[src/core/riesq_defines.svh]
`ifndef RIESQ_DEFINES_SVH
`define RIESQ_DEFINES_SVH

// Working register map, index into the copied configuration
`define RIESQ_NUM_ENTRIES   4
`define RIESQ_IDX_W         2
`define RIESQ_IDX_I2C_BASE  2'h0
`define RIESQ_IDX_PMB_BASE  2'h1
`define RIESQ_IDX_EN_CFG    2'h2
`define RIESQ_IDX_SPARE     2'h3

// Enable configuration fields
`define RIESQ_EN_SW_MODE_BIT 0
`define RIESQ_EN_SW_ON_BIT   1

// Stored defaults held in the nonvolatile store
`define RIESQ_DEF_I2C_BASE  8'h10
`define RIESQ_DEF_PMB_BASE  8'h40
`define RIESQ_DEF_EN_CFG    8'h00
`define RIESQ_DEF_SPARE     8'h00

// Address offset field of the ten-bit converter code
`define RIESQ_ADC_W         10
`define RIESQ_OFS_MSB       9
`define RIESQ_OFS_LSB       6

`endif

[src/core/riesq_pkg.sv]
`include "riesq_defines.svh"

package riesq_pkg;

   typedef logic [7:0]                  riesq_word_t;
   typedef logic [`RIESQ_IDX_W-1:0]     riesq_idx_t;
   typedef logic [`RIESQ_ADC_W-1:0]     riesq_adc_t;

   typedef enum logic [4:0] {
      ST_POR   = 5'h01,
      ST_LOAD  = 5'h02,
      ST_STORE = 5'h04,
      ST_ADDR  = 5'h08,
      ST_RUN   = 5'h10
   } riesq_state_e;

   typedef struct packed {
      riesq_state_e                          state;
      riesq_idx_t                            idx;
      logic [`RIESQ_NUM_ENTRIES-1:0][7:0]    wreg;
      logic [3:0]                            offset;
      logic                                  addr_read;
      logic                                  conv_en;
   } riesq_regs_s;

endpackage

[src/core/riesq_nv_store.sv]
`timescale 1ns/1ps
`default_nettype none
`include "riesq_defines.svh"

module riesq_nv_store #(
   parameter int DEPTH = `RIESQ_NUM_ENTRIES,
   parameter int AW    = `RIESQ_IDX_W
) (
   input  wire logic          clk_i,
   input  wire logic          reset_n_i,
   input  wire logic [AW-1:0] rd_addr_i,
   output logic [7:0]         rd_data_o
);

   // Contents are fixed at build time; programming path lies outside
   function automatic logic [7:0] stored(input logic [AW-1:0] a);
      case (a)
         `RIESQ_IDX_I2C_BASE: stored = `RIESQ_DEF_I2C_BASE;
         `RIESQ_IDX_PMB_BASE: stored = `RIESQ_DEF_PMB_BASE;
         `RIESQ_IDX_EN_CFG:   stored = `RIESQ_DEF_EN_CFG;
         default:             stored = `RIESQ_DEF_SPARE;
      endcase
   endfunction

   always_ff @(posedge clk_i or negedge reset_n_i) begin
      if (!reset_n_i) begin
         rd_data_o <= 8'h00;
      end else begin
         rd_data_o <= stored(rd_addr_i);
      end
   end

endmodule

`default_nettype wire

[src/core/riesq_sequencer.sv]
`timescale 1ns/1ps
`default_nettype none
`include "riesq_defines.svh"

// Overview of operation
// - Hold reset until rails and oscillator good
// - After reset, copy every stored entry
// - Accept host writes after load, regardless enable
// - Default enable: pin, bus, load, address
// - Software enable options replace the pin condition only; bus, load, address still gate
// - Separate 7-bit I2C and PMBus bases
// - Zero base address disables that bus
// - Converter code gives offset 0..15 added
// - Floating address pin: analog, ignore commands
module riesq_sequencer (
   input  wire logic               clk_i,
   input  wire logic               reset_n_i,
   input  wire logic               bias_supply_good_i,
   input  wire logic               core_supply_rail_good_i,
   input  wire logic               osc_stable_i,
   input  wire logic               enable_mode_pin_above_i,
   input  wire logic               input_bus_above_uv_i,
   input  wire logic               addr_adc_valid_i,
   input  wire riesq_pkg::riesq_adc_t  addr_adc_code_i,
   input  wire logic               addr_floating_i,
   input  wire logic               host_wr_i,
   input  wire riesq_pkg::riesq_idx_t  host_addr_i,
   input  wire riesq_pkg::riesq_word_t host_wdata_i,
   output logic                    host_wr_ack_o,
   output logic                    por_n_o,
   output logic                    load_done_o,
   output logic                    addr_read_o,
   output logic                    digital_mode_o,
   output logic [6:0]              i2c_addr_o,
   output logic [6:0]              pmbus_addr_o,
   output logic                    i2c_comm_en_o,
   output logic                    pmbus_comm_en_o,
   output logic                    conv_enable_o
);
   import riesq_pkg::*;

   riesq_regs_s r_ff;
   riesq_regs_s nxt_r;
   riesq_word_t mem_rdata;
   logic        pwr_good;
   logic        loaded;
   logic        sw_mode;
   logic        hw_cond;
   logic        sw_cond;
   logic        en_cond;

   function automatic logic [6:0] bus_addr(input logic [6:0] base, input logic [3:0] ofs);
      bus_addr = 7'(base + {3'h0, ofs});
   endfunction

   riesq_nv_store #(
      .DEPTH (`RIESQ_NUM_ENTRIES),
      .AW    (`RIESQ_IDX_W)
   ) u_store (
      .clk_i     (clk_i),
      .reset_n_i (reset_n_i),
      .rd_addr_i (r_ff.idx),
      .rd_data_o (mem_rdata)
   );

   assign pwr_good = bias_supply_good_i & core_supply_rail_good_i & osc_stable_i;
   assign loaded   = (r_ff.state == ST_ADDR) || (r_ff.state == ST_RUN);
   // Analog mode masks the software mode bit, so the hardware enable conditions apply
   assign sw_mode  = r_ff.wreg[`RIESQ_IDX_EN_CFG][`RIESQ_EN_SW_MODE_BIT] & ~addr_floating_i;
   assign hw_cond  = enable_mode_pin_above_i & input_bus_above_uv_i & loaded & r_ff.addr_read;
   assign sw_cond  = r_ff.wreg[`RIESQ_IDX_EN_CFG][`RIESQ_EN_SW_ON_BIT] & input_bus_above_uv_i
                     & loaded & r_ff.addr_read;
   assign en_cond  = sw_mode ? sw_cond : hw_cond;

   assign host_wr_ack_o = host_wr_i & loaded & ~addr_floating_i;

   always_comb begin
      nxt_r = r_ff;
      unique case (r_ff.state)
         ST_POR: begin
            nxt_r.idx       = '0;
            nxt_r.addr_read = 1'b0;
            if (pwr_good) begin
               nxt_r.state = ST_LOAD;
            end
         end
         ST_LOAD: begin
            nxt_r.state = ST_STORE;
         end
         ST_STORE: begin
            nxt_r.wreg[r_ff.idx] = mem_rdata;
            nxt_r.idx            = riesq_idx_t'(r_ff.idx + 1'b1);
            if (r_ff.idx == riesq_idx_t'(`RIESQ_NUM_ENTRIES - 1)) begin
               nxt_r.state = ST_ADDR;
            end else begin
               nxt_r.state = ST_LOAD;
            end
         end
         ST_ADDR: begin
            if (addr_adc_valid_i) begin
               nxt_r.offset    = addr_adc_code_i[`RIESQ_OFS_MSB:`RIESQ_OFS_LSB];
               nxt_r.addr_read = 1'b1;
               nxt_r.state     = ST_RUN;
            end
         end
         ST_RUN: begin
         end
      endcase
      if (host_wr_ack_o) begin
         nxt_r.wreg[host_addr_i] = host_wdata_i;
      end
      // Continuous re-evaluation; no latching of a once-true enable
      nxt_r.conv_en = en_cond;
      if (!pwr_good) begin
         nxt_r.state     = ST_POR;
         nxt_r.conv_en   = 1'b0;
         nxt_r.addr_read = 1'b0;
      end
   end

   always_ff @(posedge clk_i or negedge reset_n_i) begin
      if (!reset_n_i) begin
         r_ff <= '{state: ST_POR, idx: '0, wreg: '0, offset: 4'h0,
                   addr_read: 1'b0, conv_en: 1'b0};
      end else begin
         r_ff <= nxt_r;
      end
   end

   assign por_n_o        = (r_ff.state != ST_POR);
   assign load_done_o    = loaded;
   assign addr_read_o    = r_ff.addr_read;
   assign digital_mode_o = r_ff.addr_read & ~addr_floating_i;
   assign i2c_addr_o     = bus_addr(r_ff.wreg[`RIESQ_IDX_I2C_BASE][6:0], r_ff.offset);
   assign pmbus_addr_o   = bus_addr(r_ff.wreg[`RIESQ_IDX_PMB_BASE][6:0], r_ff.offset);
   assign i2c_comm_en_o  = digital_mode_o
                           & (r_ff.wreg[`RIESQ_IDX_I2C_BASE][6:0] != 7'h00);
   assign pmbus_comm_en_o = digital_mode_o
                            & (r_ff.wreg[`RIESQ_IDX_PMB_BASE][6:0] != 7'h00);
   assign conv_enable_o  = r_ff.conv_en;
endmodule

`default_nettype wire

[config.mk]
export PLATFORM = sky130hd
export DESIGN_NAME = riesq_sequencer
export DESIGN_NICKNAME = d
export VERILOG_FILES = /design/src/core/riesq_pkg.sv /design/src/core/riesq_nv_store.sv /design/src/core/riesq_sequencer.sv
export VERILOG_INCLUDE_DIRS = /design/src /design/src/core
export SDC_FILE = /design/constraint.sdc
export NUM_CORES = 1
export LEC_CHECK = 0
export BUFFER_PORTS_ARGS = -buffer_cell sky130_fd_sc_hd__buf_2
export CORE_ASPECT_RATIO = 0.9
export CORE_UTILIZATION = 30
export DETAILED_ROUTE_END_ITERATION = 8
export HOLD_SLACK_MARGIN = 0.12
export PLACE_DENSITY = 0.58
export RECOVER_POWER = 25
export SYNTH_ARGS = -nofsm -noshare
export SYNTH_HDL_FRONTEND = slang
export SYNTH_SLANG_ARGS = --single-unit
[constraint.sdc]
create_clock -name clk_i -period 3.8 [get_ports clk_i]
set_clock_uncertainty 0.05 [all_clocks]
set_input_delay 0.57 -clock clk_i [delete_from_list [all_inputs] [get_ports clk_i]]
set_output_delay 0.57 -clock clk_i [all_outputs]
set_load 0.1 [all_outputs]
# After elaboration in Yosys (flattened, before gate mapping)
# Index checks and enable logic that the tools add are counted.
op_classes:
  order_cmp: 4
  reduce_logical: 10
  bitwise: 15
  n_mux: 18
  n_addsub: 3
  n_eq_ne: 11
ops:
  columns: ["operator", "count"]
  rows:
  - ["bitwise mux 32 bit", 2]
  - ["2-to-1 mux 32 bit", 2]
  - ["demux 8 bit (select 2 bit)", 2]
  - ["case mux 5 bit (4 select lines)", 1]
  - ["2-to-1 mux 8 bit", 2]
  - ["adder 7 x 4 -> 7 bit", 2]
  - ["AND 1 bit", 14]
  - ["case mux 7 bit (2 select lines)", 1]
  - ["nonzero test 7 bit", 2]
  - ["2-to-1 mux 5 bit", 2]
  - ["inequality test 5 x 1 -> 1 bit, second input constant", 2]
  - ["< comparator 2 x 3 -> 1 bit, second input constant", 2]
  - ["AND reduction 2 bit", 3]
  - ["== test 5 x 1 -> 1 bit, second input constant", 1]
  - ["== test 5 x 2 -> 1 bit, second input constant", 1]
  - ["== test 5 x 3 -> 1 bit, second input constant", 1]
  - ["== test 5 x 4 -> 1 bit, second input constant", 1]
  - ["== test 5 bit, second input constant", 1]
  - [">= comparator 2 x 1 -> 1 bit, second input constant", 2]
  - ["2-to-1 mux 4 bit", 1]
  - ["case mux 2 bit (2 select lines)", 1]
  - ["inequality test 3 x 1 -> 1 bit, second input constant", 1]
  - ["inequality test 3 bit, second input constant", 1]
  - ["adder 2 x 1 -> 2 bit, second input constant", 1]
  - ["other kinds (10)", 12]
word_totals:
  in_bits: 30
  out_inout_bits: 22
  regBits: 52
  elab_cells: 71

# Depth between registers and ports, before layout
logic_depth:
  ltp_word: 8
  mapped_depth: 7
  mapped_depth_nobuf: 7

# Cells and area by module
# A second synthesis with hierarchy kept.
hier_totals:
  hier_cells: 207
  hier_area_um2: 2050.7
by_module_without_submodules:
  columns: ["mod", "cells_per_inst", "area_each_um2", "n_inst", "seq_area_each_um2"]
  rows:
  - ["riesq_sequencer", 196, 1934.4, 1, 726.9]
  - ["riesq_nv_store", 11, 116.4, 1, 50.0]

# Worst setup path after synthesis
# Ideal clock, no wire load.
synth_timing:
  path_kind: "register -> register"
  start: "register r_ff[42] in the netlist's numbering"
  end: "register r_ff[22] in the netlist's numbering"
  path_stages_with_launch: 6
  path_buffers: 1
  arrival_ns: 3.643
  path_slack_ns: -0.017
  setup_time_ns: 0.125
  period_less_slack_ns: 3.817
  required_ns: 3.625
  cell_sequence: "dfrtp_1 buf_6 or3_4 nor3_1 nand3b_1 mux2_2"
synth_rtl:
  columns: ["item", "line", "text"]
  rows:
  - ["start, declared", "riesq_sequencer.sv:42", "riesq_regs_s r_ff;"]
  - ["start signal, assigned", "riesq_sequencer.sv:123", "r_ff <= '{state: ST_POR, idx: '0, wreg: '0, offset: 4'h0,"]
  - ["start signal, assigned", "riesq_sequencer.sv:126", "r_ff <= nxt_r;"]

# Worst setup path after layout
layout_timing:
  start: "register r_ff[2] in the netlist's numbering"
  end: "output port pmbus_addr_o[6]"
layout_between:
  elab_chain_len: 1
layout_rtl:
  columns: ["item", "line", "text"]
  rows:
  - ["adder 7 x 4 -> 7 bit", "riesq_sequencer.sv:53", "bus_addr = 7'(base + {3'h0, ofs});"]
  - ["end, declared", "riesq_sequencer.sv:35", "output logic [6:0] pmbus_addr_o,"]
# Every way passes these cells.

==> summary.md <==
The flow ran to the end, but the final reports show violations. The checks that failed: max-capacitance violations, max-slew violations. Clock transition at the registers of the reported paths: 0.07 ns. By count the netlist is led by sky130_fd_sc_hd__dfrtp_1 (30), sky130_fd_sc_hd__nand2_1 (20), sky130_fd_sc_hd__inv_1 (18), sky130_fd_sc_hd__ha_1 (12), sky130_fd_sc_hd__o21ai_0 (12).

For this design the ratio of total power to cell area is 315 mW/mm^2. Dividing the synthesized area by the synthesized cell count gives 9.50 sq um. The die footprint is 0.00656 sq mm, and the unique cell type count in the Yosys netlist is 37. For the final routed database, the setup TNS stands at 0 ns. 52 I/O pins were placed. In the synthesized netlist, the number of instances is 197.

Counting the fill cells in the layout gives 616. The area growth from synthesis to layout was 20.1%; the critical path data arrival time was 2.34 ns. Sorting the synthesized cells by area gives the leading types as sky130_fd_sc_hd__dfrtp_1 (40%), sky130_fd_sc_hd__ha_1 (8.0%), sky130_fd_sc_hd__mux2_2 (4.8%), sky130_fd_sc_hd__nand2_1 (4.0%), sky130_fd_sc_hd__inv_1 (3.6%). Cells fill 38.4% of the core in the end.

The worst setup slack before clock tree synthesis is 1.14 ns. Counting flops and latches in the post-synthesis netlist gives 31. The timing-limited maximum frequency was 338 MHz.

The initial antenna violation count is 0. The area share of the leading cell type in the synthesized netlist came out at 40.1%. Library cell with the highest instance count after synthesis: sky130_fd_sc_hd__dfrtp_1.

Setup violations remaining at the end of the flow were counted as 0. The share of post-route cells with drive strength above 1 was 25.9%. The region available for standard cell placement spans 0.00586 sq mm. The setup slack of the worst register-to-register path is 1.52 ns, and the final wirelength is 4300 um. The tools report the yosys synthesis warning count as 0. The analysis attributes to cell leakage a power of 1.11 nW. The launch instance of the worst min-delay path was addr_adc_code_i[7]. The net count after synthesis is 241. Of all cell types, the one taking the most synthesized area is sky130_fd_sc_hd__dfrtp_1. At the later pin of the worst-skew pair, clock insertion delay measures 0.28 ns. Setup repair after global routing left no endpoint under its margin. In this run, the number of DRC markers left after iteration 0 of detailed routing was 80.

The floorplan has 26 rows. Worst IR drop on VDD: 0.115 mV. The average detailed-routed wire length per instance is 13.7 um, and the share of synthesized area occupied by flip-flops and latches is 41.5%. The wire length of the first global-routing pass is 7020 um. The tools report the worst hold path endpoint as r_ff[3]$_DFFE_PN0P_.

Dividing the detail-routed via count by the number of cells gives 4.78. For the worst setup path, the data required time is 3.18 ns. Across all hold checks on the routed design, the worst slack comes to 0.462 ns.

TritonCTS built the clock tree. The final critical-path required period is 2.96 ns. The critical path launch point type is a flip-flop. The logs give 4 for the first-pass iteration count of the detailed router and 5 for the number of buffers created by CTS.

The tools report the pin count of the biggest net entering global routing as 32. In this run, synthesis inferred 0 flip-flops with an integrated enable. For this run, design rule violations remaining after detail routing come to 0. The endpoint identified for the worst register-to-register timing path is r_ff[15]$_DFF_PN0_. Buffers placed on the I/O ports in this run total 44. The die is 85.2 um wide.

Post-CTS repair changed the size of 0 cells. In this run the critical register-to-register path is launched from r_ff[42]$_DFFE_PN0P_. The die is 76.9 um tall. Measured in cells, the most critical reg-to-reg path has a length of 3. For the number of vias after detailed routing, the log shows 1,496.

Routability congestion estimate from global placement: 0.767. The worst setup path is of the reg2out kind. The count of nets after finishing is 286, and the hold violation count in the final report is 0. The final max-slew violation count was 32. Along the worst path, the maximum fanout reaches 3. For the overall power after layout, the log shows 0.000707 W. Remaining global-route overflow: 0. In this run the deepest clock path goes through 2 buffers. The most frequently used flop master after synthesis was sky130_fd_sc_hd__dfrtp_1. The clock tree synthesis step divided the H-tree into 2 levels.

The run gives 1,455 as the number of global-route vias before repair. The tools report the remaining number of nets flagged by the antenna check after routing as 0. The path category of the worst min-delay check was in2reg. Detailed placement finished with a half-perimeter wire length of 3310 um.

The tools report the kind of end point of the critical path as an output port. The tools report the quantity of hold-fixing buffers added after cts as 0. For this configuration, the core starts out at a cell density of 31.9%. The antenna diode count was 0; the pin slew with the least headroom to its limit was 1.69 ns. The final cycle utilization of the critical path is 77.9%, and the worst max-slew margin expressed relative to the limit is -12.6%. Clock tree synthesis found a total of 31 sinks.

In this run the post-CTS setup repair buffer count came out at 0. Post-layout worst setup margin: 0.839 ns. The max-capacitance violation count is 1.

The share of async-settable or async-resettable flops after synthesis was 100%. The worst hold path was traced through 2 stages. In this run the cell area of the synthesized design comes to 0.00187 sq mm.

The all-layer global routing usage was 14.0%. The tools report the clock tree root buffer cell as sky130_fd_sc_hd__clkbuf_8.
==> placed cells by master (no fill, tap or decap), types with 3 or more instances in the layout <==
cell,synthesis,routed
sky130_fd_sc_hd__a21o_1,3,3
sky130_fd_sc_hd__a21oi_1,11,11
sky130_fd_sc_hd__buf_2,2,43
sky130_fd_sc_hd__clkbuf_8,0,7
sky130_fd_sc_hd__dfrtp_1,30,30
sky130_fd_sc_hd__ha_1,12,12
sky130_fd_sc_hd__inv_1,18,18
sky130_fd_sc_hd__mux2_2,8,8
sky130_fd_sc_hd__mux2i_1,6,6
sky130_fd_sc_hd__nand2_1,20,20
sky130_fd_sc_hd__nand2b_1,3,3
sky130_fd_sc_hd__nand3_1,7,7
sky130_fd_sc_hd__nand3b_1,3,3
sky130_fd_sc_hd__nor2_1,11,11
sky130_fd_sc_hd__nor2b_1,4,4
sky130_fd_sc_hd__nor3_1,4,3
sky130_fd_sc_hd__o21ai_0,12,12
sky130_fd_sc_hd__o21ai_1,5,5
sky130_fd_sc_hd__xnor2_1,6,6
sky130_fd_sc_hd__xor2_1,6,6
==> flip-flops by register name, summed over array words and instances (netlist names) <==
signal             count
r_ff                  27
conv_enable_o          1
u_store.rd_data_o      2
addr_read_o            1
==> worst max-delay path by stage <==
stage,start,endpoint,slack (ns),cells after the start
3_3_place_gp,r_ff[2]$_DFFE_PN0P_,i2c_addr_o[6],1.16,8
6_report,r_ff[2]$_DFFE_PN0P_,pmbus_addr_o[6],0.84,8
5_1_grt,r_ff[2]$_DFFE_PN0P_,pmbus_addr_o[6],0.67,8
2_1_floorplan,r_ff[2]$_DFFE_PN0P_,pmbus_addr_o[6],0.43,7
3_5_place_dp,r_ff[2]$_DFFE_PN0P_,pmbus_addr_o[6],1.14,8
4_1_cts,r_ff[2]$_DFFE_PN0P_,pmbus_addr_o[6],0.82,8
==> cell type report <==
type	count	area, sq um	share of cell area [%]
clock buffers	8	100	4.45
inverters	19	71.3	3.17
multi-input cells	141	992	44.2
flip-flops and latches	31	777	34.6
well taps	70	87.6	3.90
repair buffers	44	219	9.74
==> power by group <==
part	internal [W]	leakage [nW]	total, W	switching, W
logic	0.0000209	0.678	0.0000778	0.0000569
clock network	0.000165	0.0515	0.000288	0.000123
registers	0.000335	0.379	0.000341	0.00000582
total	0.000521	1.11	0.000707	0.000186
==> layer usage <==
layer  part of all wire [%]  vias up  global-route usage (%)
li1                       -      764                       -
met1                     52      682                    18.7
met2                     43       43                    22.1
met3                    4.5        7                    3.44
met4                    1.1        0                    4.58
met5                      0        -                       0
==> per-stage QoR <==
step	cells	area, sq um
floorplan	197	1880
global placement	305	2150
detailed placement	305	2150
CTS	313	2250
global route	313	2250
finish	313	2250
==> cells by family (layout without fill, tap and decap cells) <==
logic type / Yosys count / count (layout) / share of synthesized area, %
AO/OA/AOI/OAI: 40 / 40 / 12.3
multiplexers: 14 / 14 / 8.03
adder cells (fa/ha/maj): 14 / 14 / 10.2
buffers and inverters: 25 / 71 / 6.02
AND/OR/NAND/NOR: 61 / 61 / 16.3
flip-flops: 31 / 31 / 41.5
XOR/XNOR: 12 / 12 / 5.62
==> worst max-delay path: stages, from the launching register on <==
cell and delay [ns]:
sky130_fd_sc_hd__dfrtp_1 0.41, sky130_fd_sc_hd__ha_1 0.19, sky130_fd_sc_hd__inv_1 0.06, sky130_fd_sc_hd__fa_1 0.40, sky130_fd_sc_hd__nor2b_1 0.12, sky130_fd_sc_hd__o21ai_0 0.11
sky130_fd_sc_hd__a21oi_1 0.19, sky130_fd_sc_hd__xor2_1 0.15, sky130_fd_sc_hd__buf_2 0.44
Power figures use the tool's default switching activity.
